**src/t16bac_pkg.sv**
```systemverilog
package t16bac_pkg;
   // register byte addresses on the apb window
   localparam logic [7:0] ADR_CTRL_A = 8'h00;
   localparam logic [7:0] ADR_CTRL_B = 8'h04;
   localparam logic [7:0] ADR_CNT_LO = 8'h08;
   localparam logic [7:0] ADR_CNT_HI = 8'h0C;
   localparam logic [7:0] ADR_CMPA_LO = 8'h10;
   localparam logic [7:0] ADR_CMPA_HI = 8'h14;
   localparam logic [7:0] ADR_CMPB_LO = 8'h18;
   localparam logic [7:0] ADR_CMPB_HI = 8'h1C;
   localparam logic [7:0] ADR_CAP_LO = 8'h20;
   localparam logic [7:0] ADR_CAP_HI = 8'h24;
   localparam logic [7:0] ADR_FLAGS = 8'h28;
   localparam logic [7:0] ADR_MASK = 8'h2C;
   localparam logic [7:0] ADR_POWER = 8'h30;

   // timer_control_a fields
   localparam int CA_MODE_LSB = 0;
   localparam int CA_CAP_SRC = 2;
   localparam int CA_TOG_A = 4;
   localparam int CA_TOG_B = 5;
   // timer_control_b fields
   localparam int CB_CS_LSB = 0;
   localparam int CB_MODE_HI = 3;
   localparam int CB_EDGE = 6;
   localparam int CB_FILT = 7;
   // flag and mask bit positions
   localparam int FLG_OVF = 0;
   localparam int FLG_A = 1;
   localparam int FLG_B = 2;
   localparam int FLG_CAP = 3;
   localparam int NUM_IRQ = 4;
   localparam int POW_OFF = 0;

   // reset values
   localparam logic [7:0] RST_BYTE = 8'h00;
   localparam logic [15:0] RST_WORD = 16'h0000;
   localparam logic RST_POWER_OFF = 1'b1;

   // limit values of the count sequence
   localparam logic [15:0] BOTTOM = 16'h0000;
   localparam logic [15:0] MAX = 16'hFFFF;
   localparam logic [15:0] TOP_8B = 16'h00FF;
   localparam logic [15:0] TOP_9B = 16'h01FF;
   localparam logic [15:0] TOP_10B = 16'h03FF;

   // count sequence modes
   localparam logic [2:0] MODE_NORMAL = 3'h0;
   localparam logic [2:0] MODE_PWM_8B = 3'h1;
   localparam logic [2:0] MODE_PWM_9B = 3'h2;
   localparam logic [2:0] MODE_PWM_10B = 3'h3;
   localparam logic [2:0] MODE_CTC_A = 3'h4;
   localparam logic [2:0] MODE_CTC_CAP = 3'h5;
   localparam logic [2:0] MODE_PWM_CAP = 3'h6;
   localparam logic [2:0] MODE_PWM_A = 3'h7;

   // tick source selections
   localparam logic [2:0] CS_STOP = 3'h0;
   localparam logic [2:0] CS_DIV1 = 3'h1;
   localparam logic [2:0] CS_DIV8 = 3'h2;
   localparam logic [2:0] CS_DIV64 = 3'h3;
   localparam logic [2:0] CS_DIV256 = 3'h4;
   localparam logic [2:0] CS_DIV1024 = 3'h5;
   localparam logic [2:0] CS_EXT_FALL = 3'h6;
   localparam logic [2:0] CS_EXT_RISE = 3'h7;

   localparam int PRESC_W = 10;
   localparam int FILTER_LEN = 4;
endpackage : t16bac_pkg

```
**src/t16bac_capture_in.sv**
```systemverilog
`timescale 1ns/1ps
module t16bac_capture_in #(
   parameter int FILT_LEN = t16bac_pkg::FILTER_LEN
) (
   input wire logic pclk,
   input wire logic presetn,
   input wire logic run,
   input wire logic use_comp,
   input wire logic rising,
   input wire logic filter_en,
   input wire logic capture_input_pin,
   input wire logic comparator_out,
   output logic event_pulse
);
   logic raw_ff;
   logic [FILT_LEN-1:0] hist_ff;
   logic filt_ff;
   logic lvl_prev_ff;
   logic lvl;

   // filter accepts a new level only after FILT_LEN equal samples
   always_ff @(posedge pclk or negedge presetn) begin
      if (!presetn) begin
         raw_ff <= 1'b0;
         hist_ff <= '0;
         filt_ff <= 1'b0;
         lvl_prev_ff <= 1'b0;
      end else begin
         raw_ff <= use_comp ? comparator_out : capture_input_pin;
         hist_ff <= {hist_ff[FILT_LEN-2:0], raw_ff};
         filt_ff <= (&hist_ff) | (filt_ff & (|hist_ff));
         lvl_prev_ff <= lvl;
      end
   end

   // with filter_en set, the filter adds FILT_LEN+1 cycles of latency to a capture
   assign lvl = filter_en ? filt_ff : raw_ff;
   assign event_pulse = run & (rising ? (lvl & ~lvl_prev_ff) : (~lvl & lvl_prev_ff));
endmodule : t16bac_capture_in

```
**src/t16bac_core.sv**
```systemverilog
`timescale 1ns/1ps
// Behaviour
// - counter, compares, capture are 16 bits, byte-accessed
// - one high-byte staging register shared by all
// - low-byte write commits staged high plus low
// - counter and capture low-byte reads copy high byte into staging
// - compare reads bypass the staging register entirely
// - both control registers plain 8-bit read/write
// - four interrupt sources, each with its flag
// - flags readable, each gated by a mask bit
// - prescaler or pin tick; stopped without source
// - compares double buffered, compared, drive waveforms
// - compare match sets that channel's match flag
// - selected edge event stores counter into capture, except while capture sets top
// - bottom condition when counter equals zero
// - max condition when counter is all ones
// - top is fixed value, compare A or capture
// - compare A as pwm top: no A output, buffered
// - timer runs only while power-off bit clear
// - counter high-byte access goes to staging register
module t16bac_core (
   input wire logic pclk,
   input wire logic presetn,
   input wire logic psel,
   input wire logic penable,
   input wire logic pwrite,
   input wire logic [7:0] paddr,
   input wire logic [31:0] pwdata,
   output logic [31:0] prdata,
   output logic pready,
   output logic pslverr,
   input wire logic ext_count_pin,
   input wire logic capture_input_pin,
   input wire logic comparator_out,
   output logic wave_out_a,
   output logic wave_out_b,
   output logic [3:0] timer_irq_req,
   output logic at_bottom,
   output logic at_max
);
   logic [7:0] ctrl_a_ff, ctrl_b_ff, stage_ff;
   logic [15:0] count_ff, cmp_a_buf_ff, cmp_b_buf_ff, cmp_a_act_ff, cmp_b_act_ff, capture_ff;
   logic [3:0] flags_ff, mask_ff, irq_ff;
   logic power_off_ff, block_ff, wave_a_ff, wave_b_ff, bottom_ff, max_ff;
   logic [31:0] prdata_ff;
   logic pready_ff, pslverr_ff;

   // apb phases: read side effects at the first access edge, writes when pready is seen
   logic acc_prep, wr_do, rd_do;
   logic [7:0] wbyte;
   assign acc_prep = psel & penable & ~pready_ff;
   assign wr_do = psel & penable & pready_ff & pwrite;
   assign rd_do = acc_prep & ~pwrite;
   assign wbyte = pwdata[7:0];

   // address decode
   logic hit_ca, hit_cb, hit_cnt_lo, hit_cnt_hi, hit_a_lo, hit_a_hi, hit_b_lo, hit_b_hi;
   logic hit_cap_lo, hit_cap_hi, hit_flg, hit_msk, hit_pow, hit_any, hit_hi16;
   assign hit_ca = paddr == t16bac_pkg::ADR_CTRL_A;
   assign hit_cb = paddr == t16bac_pkg::ADR_CTRL_B;
   assign hit_cnt_lo = paddr == t16bac_pkg::ADR_CNT_LO;
   assign hit_cnt_hi = paddr == t16bac_pkg::ADR_CNT_HI;
   assign hit_a_lo = paddr == t16bac_pkg::ADR_CMPA_LO;
   assign hit_a_hi = paddr == t16bac_pkg::ADR_CMPA_HI;
   assign hit_b_lo = paddr == t16bac_pkg::ADR_CMPB_LO;
   assign hit_b_hi = paddr == t16bac_pkg::ADR_CMPB_HI;
   assign hit_cap_lo = paddr == t16bac_pkg::ADR_CAP_LO;
   assign hit_cap_hi = paddr == t16bac_pkg::ADR_CAP_HI;
   assign hit_flg = paddr == t16bac_pkg::ADR_FLAGS;
   assign hit_msk = paddr == t16bac_pkg::ADR_MASK;
   assign hit_pow = paddr == t16bac_pkg::ADR_POWER;
   assign hit_hi16 = hit_cnt_hi | hit_a_hi | hit_b_hi | hit_cap_hi;
   assign hit_any = hit_ca | hit_cb | hit_cnt_lo | hit_a_lo | hit_b_lo | hit_cap_lo | hit_hi16
      | hit_flg | hit_msk | hit_pow;

   // write strobes; only low-byte writes reach the 16-bit registers
   logic cnt_wr, a_wr, b_wr, cap_wr, stage_wr;
   logic [15:0] commit_word;
   assign commit_word = {stage_ff, wbyte};
   assign cnt_wr = wr_do & hit_cnt_lo;
   assign a_wr = wr_do & hit_a_lo;
   assign b_wr = wr_do & hit_b_lo;
   assign cap_wr = wr_do & hit_cap_lo;
   assign stage_wr = wr_do & hit_hi16;

   // mode and limit decode
   logic [2:0] mode;
   logic pwm, top_is_a, cap_is_top, at_top;
   logic [15:0] top_val;
   assign mode = {ctrl_b_ff[t16bac_pkg::CB_MODE_HI], ctrl_a_ff[t16bac_pkg::CA_MODE_LSB +: 2]};
   assign pwm = (mode != t16bac_pkg::MODE_NORMAL) & (mode != t16bac_pkg::MODE_CTC_A)
      & (mode != t16bac_pkg::MODE_CTC_CAP);
   assign top_is_a = (mode == t16bac_pkg::MODE_CTC_A) | (mode == t16bac_pkg::MODE_PWM_A);
   assign cap_is_top = (mode == t16bac_pkg::MODE_CTC_CAP) | (mode == t16bac_pkg::MODE_PWM_CAP);
   assign top_val = top_is_a ? cmp_a_act_ff :
      cap_is_top ? capture_ff :
      (mode == t16bac_pkg::MODE_PWM_8B) ? t16bac_pkg::TOP_8B :
      (mode == t16bac_pkg::MODE_PWM_9B) ? t16bac_pkg::TOP_9B :
      (mode == t16bac_pkg::MODE_PWM_10B) ? t16bac_pkg::TOP_10B : t16bac_pkg::MAX;
   assign at_top = count_ff == top_val;

   // tick source and capture front end; both idle while powered off
   logic run, tick, cap_evt;
   assign run = ~power_off_ff;
   t16bac_tick_gen #(.PRESC_W(t16bac_pkg::PRESC_W)) u_tick (
      .pclk(pclk),
      .presetn(presetn),
      .run(run),
      .source_sel(ctrl_b_ff[t16bac_pkg::CB_CS_LSB +: 3]),
      .ext_count_pin(ext_count_pin),
      .tick(tick)
   );
   t16bac_capture_in #(.FILT_LEN(t16bac_pkg::FILTER_LEN)) u_cap (
      .pclk(pclk),
      .presetn(presetn),
      .run(run),
      .use_comp(ctrl_a_ff[t16bac_pkg::CA_CAP_SRC]),
      .rising(ctrl_b_ff[t16bac_pkg::CB_EDGE]),
      .filter_en(ctrl_b_ff[t16bac_pkg::CB_FILT]),
      .capture_input_pin(capture_input_pin),
      .comparator_out(comparator_out),
      .event_pulse(cap_evt)
   );

   // events; a counter write hides the match on the following tick
   logic ovf_evt, match_a_evt, match_b_evt, cap_store, buf_load;
   logic [3:0] flag_set, flag_clr;
   assign ovf_evt = tick & ((count_ff == t16bac_pkg::MAX) | (pwm & at_top));
   assign match_a_evt = tick & ~block_ff & (count_ff == cmp_a_act_ff);
   assign match_b_evt = tick & ~block_ff & (count_ff == cmp_b_act_ff);
   assign cap_store = cap_evt & ~cap_is_top; // capture is frozen while it sets top
   assign flag_set = {cap_store, match_b_evt, match_a_evt, ovf_evt};
   assign flag_clr = (wr_do & hit_flg) ? wbyte[3:0] : 4'h0;
   assign buf_load = ~pwm | (tick & at_top);

   // next counter value
   logic [15:0] nxt_count;
   assign nxt_count = cnt_wr ? commit_word :
      tick ? (at_top ? t16bac_pkg::BOTTOM : count_ff + 16'h0001) : count_ff;

   // read data; compare bytes come straight from the buffers
   logic [7:0] rd_byte;
   assign rd_byte = ({8{hit_ca}} & ctrl_a_ff) | ({8{hit_cb}} & ctrl_b_ff)
      | ({8{hit_cnt_lo}} & count_ff[7:0]) | ({8{hit_cap_lo}} & capture_ff[7:0])
      | ({8{hit_cnt_hi | hit_cap_hi}} & stage_ff)
      | ({8{hit_a_lo}} & cmp_a_buf_ff[7:0]) | ({8{hit_a_hi}} & cmp_a_buf_ff[15:8])
      | ({8{hit_b_lo}} & cmp_b_buf_ff[7:0]) | ({8{hit_b_hi}} & cmp_b_buf_ff[15:8])
      | ({8{hit_flg}} & {4'h0, flags_ff}) | ({8{hit_msk}} & {4'h0, mask_ff})
      | ({8{hit_pow}} & {7'h00, power_off_ff});

   // apb answer: one wait state, unmapped addresses answer with pslverr
   always_ff @(posedge pclk or negedge presetn) begin
      if (!presetn) begin
         pready_ff <= 1'b0;
         pslverr_ff <= 1'b0;
         prdata_ff <= 32'h00000000;
      end else begin
         pready_ff <= acc_prep;
         pslverr_ff <= acc_prep & ~hit_any;
         prdata_ff <= rd_do ? {24'h000000, rd_byte} : 32'h00000000;
      end
   end

   // shared staging byte: high writes land here, low reads of counter and capture fill it
   always_ff @(posedge pclk or negedge presetn) begin
      if (!presetn) begin
         stage_ff <= t16bac_pkg::RST_BYTE;
      end else if (stage_wr) begin
         stage_ff <= wbyte;
      end else if (rd_do & hit_cnt_lo) begin
         stage_ff <= count_ff[15:8];
      end else if (rd_do & hit_cap_lo) begin
         stage_ff <= capture_ff[15:8];
      end
   end

   // control, mask and power registers
   always_ff @(posedge pclk or negedge presetn) begin
      if (!presetn) begin
         ctrl_a_ff <= t16bac_pkg::RST_BYTE;
         ctrl_b_ff <= t16bac_pkg::RST_BYTE;
         mask_ff <= 4'h0;
         power_off_ff <= t16bac_pkg::RST_POWER_OFF;
      end else begin
         if (wr_do & hit_ca) ctrl_a_ff <= wbyte;
         if (wr_do & hit_cb) ctrl_b_ff <= wbyte;
         if (wr_do & hit_msk) mask_ff <= wbyte[3:0];
         if (wr_do & hit_pow) power_off_ff <= wbyte[t16bac_pkg::POW_OFF];
      end
   end

   // counter, capture and limit indications
   always_ff @(posedge pclk or negedge presetn) begin
      if (!presetn) begin
         count_ff <= t16bac_pkg::RST_WORD;
         capture_ff <= t16bac_pkg::RST_WORD;
         block_ff <= 1'b0;
         bottom_ff <= 1'b1;
         max_ff <= 1'b0;
      end else begin
         count_ff <= nxt_count;
         if (cap_wr) capture_ff <= commit_word;
         else if (cap_store) capture_ff <= count_ff;
         block_ff <= cnt_wr | (block_ff & ~tick);
         bottom_ff <= nxt_count == t16bac_pkg::BOTTOM;
         max_ff <= nxt_count == t16bac_pkg::MAX;
      end
   end

   // compare buffers and their active copies; pwm modes swap only at top
   always_ff @(posedge pclk or negedge presetn) begin
      if (!presetn) begin
         cmp_a_buf_ff <= t16bac_pkg::RST_WORD;
         cmp_b_buf_ff <= t16bac_pkg::RST_WORD;
         cmp_a_act_ff <= t16bac_pkg::RST_WORD;
         cmp_b_act_ff <= t16bac_pkg::RST_WORD;
      end else begin
         if (a_wr) cmp_a_buf_ff <= commit_word;
         if (b_wr) cmp_b_buf_ff <= commit_word;
         if (buf_load) cmp_a_act_ff <= cmp_a_buf_ff;
         if (buf_load) cmp_b_act_ff <= cmp_b_buf_ff;
      end
   end

   // flags: a set in the clearing cycle wins; requests follow flags and mask
   always_ff @(posedge pclk or negedge presetn) begin
      if (!presetn) begin
         flags_ff <= 4'h0;
         irq_ff <= 4'h0;
      end else begin
         flags_ff <= (flags_ff & ~flag_clr) | flag_set;
         irq_ff <= ((flags_ff & ~flag_clr) | flag_set) & mask_ff;
      end
   end

   // toggle waveforms on match; channel A is silent while it sets pwm top
   always_ff @(posedge pclk or negedge presetn) begin
      if (!presetn) begin
         wave_a_ff <= 1'b0;
         wave_b_ff <= 1'b0;
      end else begin
         if (mode == t16bac_pkg::MODE_PWM_A) wave_a_ff <= 1'b0;
         else if (match_a_evt & ctrl_a_ff[t16bac_pkg::CA_TOG_A]) wave_a_ff <= ~wave_a_ff;
         if (match_b_evt & ctrl_a_ff[t16bac_pkg::CA_TOG_B]) wave_b_ff <= ~wave_b_ff;
      end
   end

   assign prdata = prdata_ff;
   assign pready = pready_ff;
   assign pslverr = pslverr_ff;
   assign wave_out_a = wave_a_ff;
   assign wave_out_b = wave_b_ff;
   assign timer_irq_req = irq_ff;
   assign at_bottom = bottom_ff;
   assign at_max = max_ff;
endmodule : t16bac_core

```
**src/t16bac_tick_gen.sv**
```systemverilog
`timescale 1ns/1ps
module t16bac_tick_gen #(
   parameter int PRESC_W = t16bac_pkg::PRESC_W
) (
   input wire logic pclk,
   input wire logic presetn,
   input wire logic run,
   input wire logic [2:0] source_sel,
   input wire logic ext_count_pin,
   output logic tick
);
   logic [PRESC_W-1:0] presc_ff;
   logic ext_prev_ff;
   logic ext_rise;
   logic ext_fall;

   // free prescaler; held at zero while run is low (powered off) so the first period is whole
   always_ff @(posedge pclk or negedge presetn) begin
      if (!presetn) begin
         presc_ff <= '0;
         ext_prev_ff <= 1'b0;
      end else begin
         presc_ff <= run ? presc_ff + 1'b1 : '0;
         ext_prev_ff <= ext_count_pin;
      end
   end

   // pin edges count even if the pin is driven by software
   assign ext_rise = ext_count_pin & ~ext_prev_ff;
   assign ext_fall = ~ext_count_pin & ext_prev_ff;

   // source and edge selection
   assign tick = run & (
      (source_sel == t16bac_pkg::CS_DIV1) |
      ((source_sel == t16bac_pkg::CS_DIV8) & (&presc_ff[2:0])) |
      ((source_sel == t16bac_pkg::CS_DIV64) & (&presc_ff[5:0])) |
      ((source_sel == t16bac_pkg::CS_DIV256) & (&presc_ff[7:0])) |
      ((source_sel == t16bac_pkg::CS_DIV1024) & (&presc_ff[9:0])) |
      ((source_sel == t16bac_pkg::CS_EXT_FALL) & ext_fall) |
      ((source_sel == t16bac_pkg::CS_EXT_RISE) & ext_rise));
endmodule : t16bac_tick_gen
```
**config.mk**
```make
export PLATFORM = sky130hd
export DESIGN_NAME = t16bac_core
export DESIGN_NICKNAME = d
export VERILOG_FILES = /design/src/t16bac_pkg.sv /design/src/t16bac_capture_in.sv /design/src/t16bac_core.sv /design/src/t16bac_tick_gen.sv
export SDC_FILE = /design/constraint.sdc
export NUM_CORES = 1
export LEC_CHECK = 0
export BUFFER_PORTS_ARGS = -buffer_cell sky130_fd_sc_hd__buf_2
export CAP_MARGIN = 20
export CORE_ASPECT_RATIO = 0.8
export CORE_UTILIZATION = 35
export DETAILED_ROUTE_END_ITERATION = 6
export PLACE_DENSITY = 0.62
export SLEW_MARGIN = 20
export SYNTH_ARGS = -nofsm -noshare
export SYNTH_HDL_FRONTEND = slang
export SYNTH_SLANG_ARGS = --single-unit
```
**constraint.sdc**
```tcl
create_clock -name pclk -period 4.3 [get_ports pclk]
set_clock_uncertainty 0.15 [all_clocks]
set_input_delay 0.215 -clock pclk [delete_from_list [all_inputs] [get_ports pclk]]
set_output_delay 0.215 -clock pclk [all_outputs]
set_load 0.03 [all_outputs]
```
==> key figures <==
Run status
  – Status: completed

GRT
  – Initial antenna violation count: 1
  – Largest net degree at the start of global routing: between 90 and 100
  – GR Util All Layers: 0.202
  – Grt ovf: 0
  – Global-route wire length before repair: between 30000 and 40000 um
  – Number of global-route vias before repair: around 6500

Yosys
  – Synth Warn #: 0
  – Cells after Synth: between 800 and 900
  – Main synth FF type: dfrtp_1
  – Syn avg cell area: around 11 um2
  – Post-Syn Area: between 9000 and 10000 um2
  – EDFF count, synth: 0
  – Flops & latches, synth: 166
  – Sequential-to-total area share from yosys stat: 0.460
  – FFs w/ async S/R, synth: 1.00
  – Yosys cell types: 65

STA
  – Max_slew headroom: 0.411
  – Final setup viols: 0
  – Final Cycle Share: 0.879
  – Hold WS: approximately 33 ps
  – Least-Margin Pin Slew: about 900 ps
  – Slew Limit Fails: 0
  – TNS Setup: 0 ps
  – Crit path time final: around 3800 ps
  – RSZ-0062 raised after global routing: no
  – Maximum clock frequency: around 260 MHz
  – Endpoints failing hold: 0

Placement
  – Hpwl dp: between 15000 and 20000 um
  – Placer Congestion: just over 0.9
  – Port bufs: 41

Routing
  – Residual DRC: 0
  – WL/cell: between 20 and 25 um
  – Final wirelength: around 26000 um
  – DRT Pass-1 Iters: 7
  – Post-route ant nets: 0
  – Via Count: between 6000 and 7000
  – Vias per cell: 5.52
  – DRT iter0 DRCs: about 940

Critical path
  – Reg2reg setup slack: around 520 ps
  – Reg2Reg Capture Point: at_bottom$_DFF_PN1_
  – Critical Path AT: 4000 ps
  – Worst r2r path cells: 10
  – R2R Path Start: ctrl_a_ff[0]$_DFFE_PN0P_
  – Startpoint types: register
  – CP cell instances: and3b_1 -> a221oi_2 -> a21oi_1 -> or4_1 -> or4_4 -> nor4_4 -> buf_4 -> o31ai_1 -> nor4_1 -> and4b_1
  – Crit path buf inv count: 1
  – Crit Path Class: register to register
  – CP peak stage delay: approximately 670 ps
  – Worst path required time: between 4000 and 5000 ps
  – CP Max Fanout: 18
  – Slowest-stage cell, CP: dfrtp_1
  – CP endpoint kind: register
  – CP delay by family, top: simple AND/OR/NAND/NOR gates

Layout
  – Nets: around 940
  – Final core utilization: 0.400
  – Area Growth Syn to Fin: 12.2%
  – # diodes: 0
  – Fill cell count: approximately 2500
  – Ratio of cells with drive above 1 in the final layout: 0.220

Clock tree
  – CTS sink cnt: approximately 170
  – Hold Buf Count CTS: 8
  – Root Buffer Master: clkbuf_16
  – Post-CTS Resized: 0
  – Clock tree buffer depth: 2
  – H-tree Lvls: 4
  – CTS Buf Count: 17
  – Post-CTS setup buffers: 0
  – Clock transition at path regs: roughly 60 ps
  – CTS tree: done
  – Clock Latency Late Sink: about 440 ps

Pwr
  – Power per Cell Area: about 340 nW/um2
  – Pleak: 4.85 nW
  – Worst VDD drop: 0.263 mV

Floorplan
  – Die Y: 146 um
  – Die width: 182 um
  – I/O pin cnt: 90
  – Core outline area: between 20000 and 30000 um2
  – Die area: about 26000 um2
  – Row Count: 52
  – Starting density of the core: 0.357

Min path
  – Hold Path Sink: capture_ff[4]$_DFFE_PN0P_
  – Worst hold path startpoint: pwdata[4]
  – Worst hold-check path type: input pin to register
  – Hold Path Stages: 3

Job
  – Max cap viols: 0
tightest hold or removal path: stages:
cell	delay [ps]
buf_2	190
nor2_1	130
a21oi_1	40
cell usage after synthesis (all sizes together), types with 7 or more instances:
master | count | area share
dfrtp | 164 | 0.45
mux2 | 90 | 0.12
nand2 | 66 | 0.027
nor2 | 60 | 0.025
xor2 | 48 | 0.047
buf | 46 | 0.038
a22oi | 31 | 0.026
clkbuf | 31 | 0.013
mux2i | 31 | 0.034
a21oi | 28 | 0.016
o21ai | 26 | 0.014
nor4 | 22 | 0.018
xnor2 | 22 | 0.021
nand3 | 21 | 0.012
nand2b | 18 | 0.012
nor3 | 16 | 0.0089
and3 | 12 | 0.0083
nand4 | 11 | 0.0076
inv | 10 | 0.0042
a221oi | 9 | 0.010
a31oi | 9 | 0.0062
nor2b | 7 | 0.0049
logic make-up after synthesis:
kind of cell	Yosys count	synth area share
xor+xnor	70	0.0679
fa+ha+maj	3	0.00416
buf+inv	87	0.0554
simple gates	262	0.149
compound gates	137	0.105
mux	121	0.158
flops	166	0.460
other cells	1	0.000415
power by group:
part	total, mW	leakage [nW]	switching (mW)	internal (mW)
clock network	1.48	0.272	0.619	0.858
logic	0.247	2.34	0.158	0.0887
registers	1.68	2.23	0.0654	1.61
cells in the final DEF (no fill, tap or decap), drive strengths merged, types with 3 or more instances in the layout:
master,Yosys,final
buf,46,67
ha,3,3
nor3,16,16
inv,10,11
dfrtp,164,164
or3,6,6
nand2b,18,18
a41oi,4,4
a22oi,31,31
mux2,90,90
a21o,3,3
clkbuf,31,20
xnor2,22,22
and4,3,3
clkinv,0,5
a21oi,28,28
a221oi,9,9
o21ai,26,26
dlygate4sd3,0,8
and3,12,12
o31ai,6,6
nand4,11,11
a222oi,6,6
conb,1,24
nand2,66,66
nor4,22,22
nor2,60,60
mux2i,31,31
and2,6,6
a31oi,9,9
nand3,21,21
nor2b,7,7
nand4b,4,4
xor2,48,48
per-layer routing:
layer,vias to the layer above,part of all wire,track usage
met2,267,0.42,0.282
met5,-,0,0
met3,20,0.094,0.0611
met4,0,0.012,0.0559
met1,3380,0.47,0.298
li1,3073,-,-
worst max-delay path by stage:
stage                                              to                startpoint  depth (start not counted)
final                             at_bottom$_DFF_PN1_  ctrl_a_ff[0]$_DFFE_PN0P_                         10
after global placement            at_bottom$_DFF_PN1_  ctrl_a_ff[0]$_DFFE_PN0P_                         10
after floorplan           cmp_a_act_ff[0]$_DFFE_PN0P_  ctrl_a_ff[1]$_DFFE_PN0P_                         12
after detailed placement          at_bottom$_DFF_PN1_  ctrl_a_ff[0]$_DFFE_PN0P_                         10
after global routing              at_bottom$_DFF_PN1_  ctrl_a_ff[1]$_DFFE_PN0P_                         12
after CTS                         at_bottom$_DFF_PN1_  ctrl_a_ff[0]$_DFFE_PN0P_                         10
area by class of cell:
class                      count  area (um2)  share of cell area
clock buffer                  20         447              0.0441
clock inverter                 9         105              0.0104
inverter                      10        37.5             0.00371
multi-input combinational    617        4460               0.441
sequential                   166        4160               0.410
tap                          324         405              0.0400
timing repair buffer          75         512              0.0505
flip-flops by register name (all words and copies together), names as in the netlist, 8 cells and up:
signal and count:
cmp_a_buf_ff 16, u_tick.presc_ff 10, cmp_b_buf_ff 16, ctrl_a_ff 8, capture_ff 16, count_ff 16
stage_ff 8, cmp_a_act_ff 16, ctrl_b_ff 8, prdata 8, cmp_b_act_ff 16
through the flow:
stage / instances / cell area [um2] / worst slack, ps / power, mW
after floorplan: 870 / 9110 / 935 / 1.86
after global placement: 1183 / 9490 / 641 / 1.94
after detailed placement: 1183 / 9490 / 541 / 1.94
after CTS: 1220 / 10100 / 517 / 3.44
after global routing: 1221 / 10100 / 195 / 3.55
final: 1221 / 10100 / 519 / 3.40
(Power assumes the default switching activity.)
